### src/cas_pkg.sv
// constants for the converter status, event flag and alert block
// assumes a register port driven by an i2c engine elsewhere in the device
// Behaviour
// - live power-good status bit
// - live thermal-shutdown status bit
// - thermal-warning status bit with hysteresis: set by thermal_warn_hi, cleared by thermal_warn_lo
// - status bit 4: 0 cv, 1 cc
// - status bits are live, except the warning bit, which holds its value between the two thresholds
// - flag 7 on shutdown entry, mask bit 4
// - flag 6 on warning entry, mask bit 3
// - flag 5 on current-limit entry
// - flag 3 on output under-voltage
// - flag 2 on shutdown exit, mask bit 4
// - flag 1 on warning exit, mask bit 3
// - flag 0 on power-good rising edge
// - mask bit 4 gates thermal shutdown alerts
// - mask bit 3 gates thermal warning alerts
// - mask bit 2 gates current-limit alerts
// - mask bit 1 gates under-voltage alerts
// - mask bit 0 gates power-good alerts
// - host writes ones to clear; alert released
package cas_pkg;
    localparam logic [7:0] CAS_STATUS_ADDR = 8'h09;
    localparam logic [7:0] CAS_FLAGS_ADDR  = 8'h0a;
    localparam logic [7:0] CAS_MASK_ADDR   = 8'h0b;
    // status bit positions
    localparam int CAS_ST_PG   = 7;
    localparam int CAS_ST_OTP  = 6;
    localparam int CAS_ST_OTW  = 5;
    localparam int CAS_ST_MODE = 4;
    // event flag positions
    localparam int CAS_EV_SD_IN   = 7;
    localparam int CAS_EV_WRN_IN  = 6;
    localparam int CAS_EV_CL_IN   = 5;
    localparam int CAS_EV_CL_OUT  = 4;
    localparam int CAS_EV_UV      = 3;
    localparam int CAS_EV_SD_OUT  = 2;
    localparam int CAS_EV_WRN_OUT = 1;
    localparam int CAS_EV_PG_RISE = 0;
    // mask bit positions
    localparam int CAS_MK_SD  = 4;
    localparam int CAS_MK_WRN = 3;
    localparam int CAS_MK_CL  = 2;
    localparam int CAS_MK_UV  = 1;
    localparam int CAS_MK_PG  = 0;
    localparam logic [7:0] CAS_MASK_RST  = 8'h00;
    localparam logic [7:0] CAS_FLAGS_RST = 8'h00;
    localparam logic [7:0] CAS_MASK_USED = 8'h1f;
endpackage

### src/cas_regfile.sv
// mask register store with a three-address read decode and registered read data
// assumes one access per cycle from the register port
`timescale 1ns/1ps
module cas_regfile (
    // clock and reset
    input  wire logic       sys_clk,
    input  wire logic       nrst,
    // mask write
    input  wire logic       mask_we,
    input  wire logic [7:0] mask_wdata,
    // read
    input  wire logic       rd_en,
    input  wire logic [7:0] rd_addr,
    input  wire logic [7:0] status_val,
    input  wire logic [7:0] flags_val,
    output logic      [7:0] mask_q,
    output logic      [7:0] rd_data
);
    import cas_pkg::*;

    logic [7:0] mask_reg,  mask_next;
    logic [7:0] rdata_reg, rdata_next;

    always_comb begin
        mask_next  = mask_reg;
        rdata_next = rdata_reg;
        if (mask_we) begin
            mask_next = mask_wdata & CAS_MASK_USED;
        end
        if (rd_en) begin
            case (rd_addr)
                CAS_STATUS_ADDR: rdata_next = status_val;
                CAS_FLAGS_ADDR:  rdata_next = flags_val;
                CAS_MASK_ADDR:   rdata_next = mask_reg;
                default:         rdata_next = 8'h00;
            endcase
        end
    end

    always_ff @(posedge sys_clk or negedge nrst) begin
        if (!nrst) begin
            mask_reg  <= CAS_MASK_RST;
            rdata_reg <= 8'h00;
        end else begin
            mask_reg  <= mask_next;
            rdata_reg <= rdata_next;
        end
    end

    assign mask_q  = mask_reg;
    assign rd_data = rdata_reg;
endmodule

### src/cas_top.sv
// status, event flags and open-drain alert of the converter
// assumes condition inputs already synchronous to sys_clk
`timescale 1ns/1ps
module cas_top (
    // clock and reset
    input  wire logic       sys_clk,
    input  wire logic       nrst,
    // converter conditions
    input  wire logic       power_good,
    input  wire logic       thermal_shutdown,
    input  wire logic       thermal_warn_hi,
    input  wire logic       thermal_warn_lo,
    input  wire logic       current_limit,
    input  wire logic       output_undervoltage,
    // register port
    input  wire logic       reg_wr,
    input  wire logic       reg_rd,
    input  wire logic [7:0] reg_addr,
    input  wire logic [7:0] reg_wdata,
    output logic      [7:0] reg_rdata,
    // alert pin, open drain
    output logic            alert_pin_o,
    output logic            alert_pin_oe
);
    import cas_pkg::*;

    logic [7:0] status_reg, status_next;
    logic [7:0] flags_reg,  flags_next;
    logic [3:0] prev_reg,   prev_next;
    logic       warn_reg,   warn_next;
    logic       alert_reg,  alert_next;
    logic [7:0] mask_q;
    logic [7:0] set_vec;
    logic [7:0] enable_vec;
    logic       mask_we;

    assign mask_we = reg_wr && (reg_addr == CAS_MASK_ADDR);

    cas_regfile cas_regfile_inst (
        .sys_clk    (sys_clk),
        .nrst       (nrst),
        .mask_we    (mask_we),
        .mask_wdata (reg_wdata),
        .rd_en      (reg_rd),
        .rd_addr    (reg_addr),
        .status_val (status_reg),
        .flags_val  (flags_reg),
        .mask_q     (mask_q),
        .rd_data    (reg_rdata)
    );

    // live status and warning hysteresis
    always_comb begin
        status_next = 8'h00;
        status_next[CAS_ST_PG]   = power_good;
        status_next[CAS_ST_OTP]  = thermal_shutdown;
        status_next[CAS_ST_OTW]  = warn_reg;
        status_next[CAS_ST_MODE] = current_limit;
        warn_next = warn_reg;
        if (thermal_warn_hi) begin
            warn_next = 1'b1;
        end else if (thermal_warn_lo) begin
            warn_next = 1'b0;
        end
        prev_next = {power_good, thermal_shutdown, current_limit, output_undervoltage};
    end

    // event detection on condition edges
    always_comb begin
        set_vec = 8'h00;
        set_vec[CAS_EV_SD_IN]   = thermal_shutdown & ~prev_reg[2];
        set_vec[CAS_EV_WRN_IN]  = warn_next & ~warn_reg;
        set_vec[CAS_EV_CL_IN]   = current_limit & ~prev_reg[1];
        set_vec[CAS_EV_CL_OUT]  = ~current_limit & prev_reg[1];
        set_vec[CAS_EV_UV]      = output_undervoltage & ~prev_reg[0];
        set_vec[CAS_EV_SD_OUT]  = ~thermal_shutdown & prev_reg[2];
        set_vec[CAS_EV_WRN_OUT] = ~warn_next & warn_reg;
        set_vec[CAS_EV_PG_RISE] = power_good & ~prev_reg[3];
    end

    // latched flags, write one clears, set wins
    always_comb begin
        flags_next = flags_reg;
        if (reg_wr && (reg_addr == CAS_FLAGS_ADDR)) begin
            flags_next = flags_reg & ~reg_wdata;
        end
        flags_next = flags_next | set_vec;
    end

    // per-flag alert enables from mask classes
    always_comb begin
        enable_vec = 8'h00;
        enable_vec[CAS_EV_SD_IN]   = ~mask_q[CAS_MK_SD];
        enable_vec[CAS_EV_SD_OUT]  = ~mask_q[CAS_MK_SD];
        enable_vec[CAS_EV_WRN_IN]  = ~mask_q[CAS_MK_WRN];
        enable_vec[CAS_EV_WRN_OUT] = ~mask_q[CAS_MK_WRN];
        enable_vec[CAS_EV_CL_IN]   = ~mask_q[CAS_MK_CL];
        enable_vec[CAS_EV_CL_OUT]  = ~mask_q[CAS_MK_CL];
        enable_vec[CAS_EV_UV]      = ~mask_q[CAS_MK_UV];
        enable_vec[CAS_EV_PG_RISE] = ~mask_q[CAS_MK_PG];
        alert_next = |(flags_reg & enable_vec);
    end

    always_ff @(posedge sys_clk or negedge nrst) begin
        if (!nrst) begin
            status_reg <= 8'h00;
            flags_reg  <= CAS_FLAGS_RST;
            prev_reg   <= 4'h0;
            warn_reg   <= 1'b0;
            alert_reg  <= 1'b0;
        end else begin
            status_reg <= status_next;
            flags_reg  <= flags_next;
            prev_reg   <= prev_next;
            warn_reg   <= warn_next;
            alert_reg  <= alert_next;
        end
    end

    assign alert_pin_o  = 1'b0;
    assign alert_pin_oe = alert_reg;
endmodule

### config.mk
export PLATFORM = sky130hd
export DESIGN_NAME = cas_top
export DESIGN_NICKNAME = d
export VERILOG_FILES = /design/src/cas_pkg.sv /design/src/cas_regfile.sv /design/src/cas_top.sv
export SDC_FILE = /design/constraint.sdc
export NUM_CORES = 1
export LEC_CHECK = 0
export BUFFER_PORTS_ARGS = -buffer_cell sky130_fd_sc_hd__clkbuf_2
export CAP_MARGIN = 0
export CELL_PAD_IN_SITES_DETAIL_PLACEMENT = 1
export CELL_PAD_IN_SITES_GLOBAL_PLACEMENT = 2
export CORE_MARGIN = 2
export CORE_UTILIZATION = 33
export DETAILED_ROUTE_END_ITERATION = 10
export GPL_TIMING_DRIVEN = 1
export HOLD_SLACK_MARGIN = 0.06
export PLACE_DENSITY_LB_ADDON = 0.1
export RECOVER_POWER = 100
export SETUP_SLACK_MARGIN = 0.1
export SYNTH_ARGS = -nofsm -noshare
export SYNTH_HDL_FRONTEND = slang
export SYNTH_SLANG_ARGS = --single-unit
### constraint.sdc
create_clock -name sys_clk -period 3.2 [get_ports sys_clk]
set_input_delay 0.64 -clock sys_clk [delete_from_list [all_inputs] [get_ports sys_clk]]
set_output_delay 0.64 -clock sys_clk [all_outputs]
set_load 0.03 [all_outputs]
==> impl_metrics.tcl <==
set metrics [dict create \
    cts_sinks 28 \
    core_area_um2 3661 \
    layout-drive-gt1-share_pct 24.16 \
    async_reset_ff_share_pct 100.0 \
    p_clk_share_pct 39.8 \
    synthFlopType "dfrtp_1" \
    crit_type "in -> reg" \
    fp.dieW_um 65.85 \
    routed_wl_um 3185 \
    switching_power_uw 161.8 \
    vias_per_cell 5.066 \
    required_ps 3380 \
    violations "capacitance limit, slew limit" \
    hold_viol_final 0 \
    cp.arrival_ps 2240 \
    top_usage_layer "met2" \
    synth_fp_nets 145 \
    finalClockSkew_ps 6.590 \
    areaGrowthSynthToFinish_pct 19.82 \
    synth_edf_count 0 \
    synth-seq-cells 28 \
    path_clk_slew_ps 100 \
    drt_iter0_drc 19 \
    ir_worst_vdd_uv 261.7 \
    grt-ovfl-total 0 \
    fmax_mhz 485.6 \
    yosysTopAreaCell "dfrtp_1" \
    p_int_uw 554.2 \
    timing.final.crit_share_pct 64.35 \
    die_area_um2 4336 \
    die_h_um 65.85 \
    grt_pass1_vias 1114 \
    outcome "finished, violations left" \
    ys_seq_area_share_pct 55.50 \
    vias 998 \
    tightest_slew_ps 1528 \
    cts_buffers 3 \
    synthDominantCellAreaShare_pct 55.50 \
    io_pins 36 \
    n_antenna_cell 0 \
    initial_core_util_pct 34.48 \
    drv_cap 1 \
    port-buffer-count 34 \
    dp_hpwl_um 2383 \
    clk_path_buf_depth 2 \
    maxSlewViolCount 29 \
    remaining_drc_errors 0 \
    post_dp_cell_area_um2 1458 \
    rsz0062_at_grt "no" \
    seq_area_um2 700.7 \
    grt_pass1_wl_um 5533 \
    seqPwrFrac_pct 51.4 \
    stdcell_area_um2 1513 \
    power_uw 716.0 \
    multi_input_area_um2 493.0 \
    postCtsHoldBufs 0 \
    syn_avg_cell_area_um2 10.61 \
    syn_inst 119 \
    cp_max_fo 9 \
    track_usage_pct 17.31 \
    slew_headroom_pct -1.876 \
    yosysWarnings 0 \
    yosysMostFrequentCell "dfrtp_1" \
    leakage_nw 0.6769 \
    post-cts-setup-buffers 0 \
    period_minus_slack_ps 2059 \
    power_frac_comb_pct 8.8 \
    nFillCells 438 \
    syn-cell-area_um2 1262 \
    hp-class "reg -> reg" \
    synthTopCellsByCount "28 x dfrtp_1, 18 x nand2_1, 10 x mux2_2" \
    antenna_found_initial 0 \
    place_congestion 0.7087 \
    root_buffer "clkbuf_8" \
    gr-usage-met2_pct 28.41 \
    nets 176 \
    ctsResizeCount 0 \
    ant_nets 0 \
    grt_max_degree 29 \
    ys_types 25 \
    row_count 22 \
    cts_tree "yes" \
    drtPass1Iterations 4 \
    setup_tns_ps 0 \
    yosys-top-cells-area "dfrtp_1 56%, mux2_2 8.9%, nand2_1 5.4%" \
    clk_latency_ps 280 \
    wire_per_inst_um 16.17 \
    use_met3_pct 2.896 \
    p_sw_share_pct 22.60 \
    htree_levels 1 \
    setup_viol 0 \
    end_kind "register" \
    holdWs_ps 441.4 \
    p_per_area_nw_per_um2 473.3 \
    critPathLaunchType "input pin" \
    use_met1_pct 23.28 \
]
[through the flow]
step	util, %	setup WS [ps]	instances
after detailed placement	39.82	847.6	193
after CTS	41.76	1153	197
final	41.32	1141	197
after floorplan	-	1100	119
after global placement	39.82	883.1	193
after global routing	41.32	1099	197
[cell type report]
class / count / share of cell area (%)
Multi-Input combinational cell: 74 / 32.59
Inverter: 9 / 2.233
Sequential cell: 28 / 46.32
Clock inverter: 1 / 1.985
Clock buffer: 3 / 2.730
Tap cell: 48 / 3.970
Timing Repair Buffer: 34 / 10.17
[critical path, cell delays in order]
cell      delay, ps
clkbuf_1         80
or4_1           730
or4_1           600
a22o_1          190
[cells by family (layout without fill, tap and decap cells)]
group | after synthesis | count (layout) | share of synthesized area, %
AO/OA/AOI/OAI | 27 | 27 | 15.66
buffers and inverters | 17 | 47 | 5.450
flip-flops | 28 | 28 | 55.50
multiplexers | 10 | 10 | 8.920
other | 1 | 1 | 0.2970
AND/OR/NAND/NOR | 36 | 36 | 14.17
[power groups by stage]
stage / sequential [mW] / clock [mW] / combinational, mW
after global routing: 0.370 / 0.309 / 0.0723
final: 0.368 / 0.285 / 0.0627
after detailed placement: 0.375 / 0 / 0.0645
after global placement: 0.375 / 0 / 0.0631
after floorplan: 0.373 / 0 / 0.0315
after CTS: 0.368 / 0.293 / 0.0649
[placed cells by master (no fill, tap or decap), drive strengths merged, types with 2 or more instances in the layout]
cell type / synthesis / layout
dfrtp: 28 / 28
o2bb2ai: 4 / 4
nand2b: 2 / 2
or4: 3 / 3
a22o: 2 / 2
o31ai: 4 / 4
o22ai: 4 / 4
nor2: 4 / 4
nor4: 3 / 3
o41ai: 4 / 4
clkbuf: 5 / 37
nand2: 18 / 18
mux2: 10 / 10
a22oi: 4 / 4
nor2b: 2 / 2
o21ai: 5 / 5
inv: 9 / 9
[final timing paths]
| check | cells after the start | from | slack [ps] | end |
|---|---|---|---|---|
| max | 4 | reg_addr[5] | 1140 | flags_reg[4]$_DFF_PN0_ |
| min | 0 | warn_reg$_DFF_PN0_ | 440 | status_reg[5]$_DFF_PN0_ |
| max reg2reg | 3 | flags_reg[7]$_DFF_PN0_ | 2040 | alert_pin_oe$_DFF_PN0_ |
| min reg2reg | 0 | warn_reg$_DFF_PN0_ | 440 | status_reg[5]$_DFF_PN0_ |
| max in group asynchronous | 1 | nrst | 1600 | cas_regfile_inst.rd_data[3]$_DFFE_PN0P_ |
| min in group asynchronous | 1 | nrst | 710 | cas_regfile_inst.rd_data[6]$_DFFE_PN0P_ |
[metal layers]
metal / wire length, µm / part of all wire, % / vias to the layer above
met3: 166 / 5.2 / 4
li1: - / - / 479
met2: 1438 / 45 / 28
met4: 40 / 1.3 / 0
met1: 1540 / 48 / 487
met5: 0 / 0 / -
(Power assumes the default switching activity.)
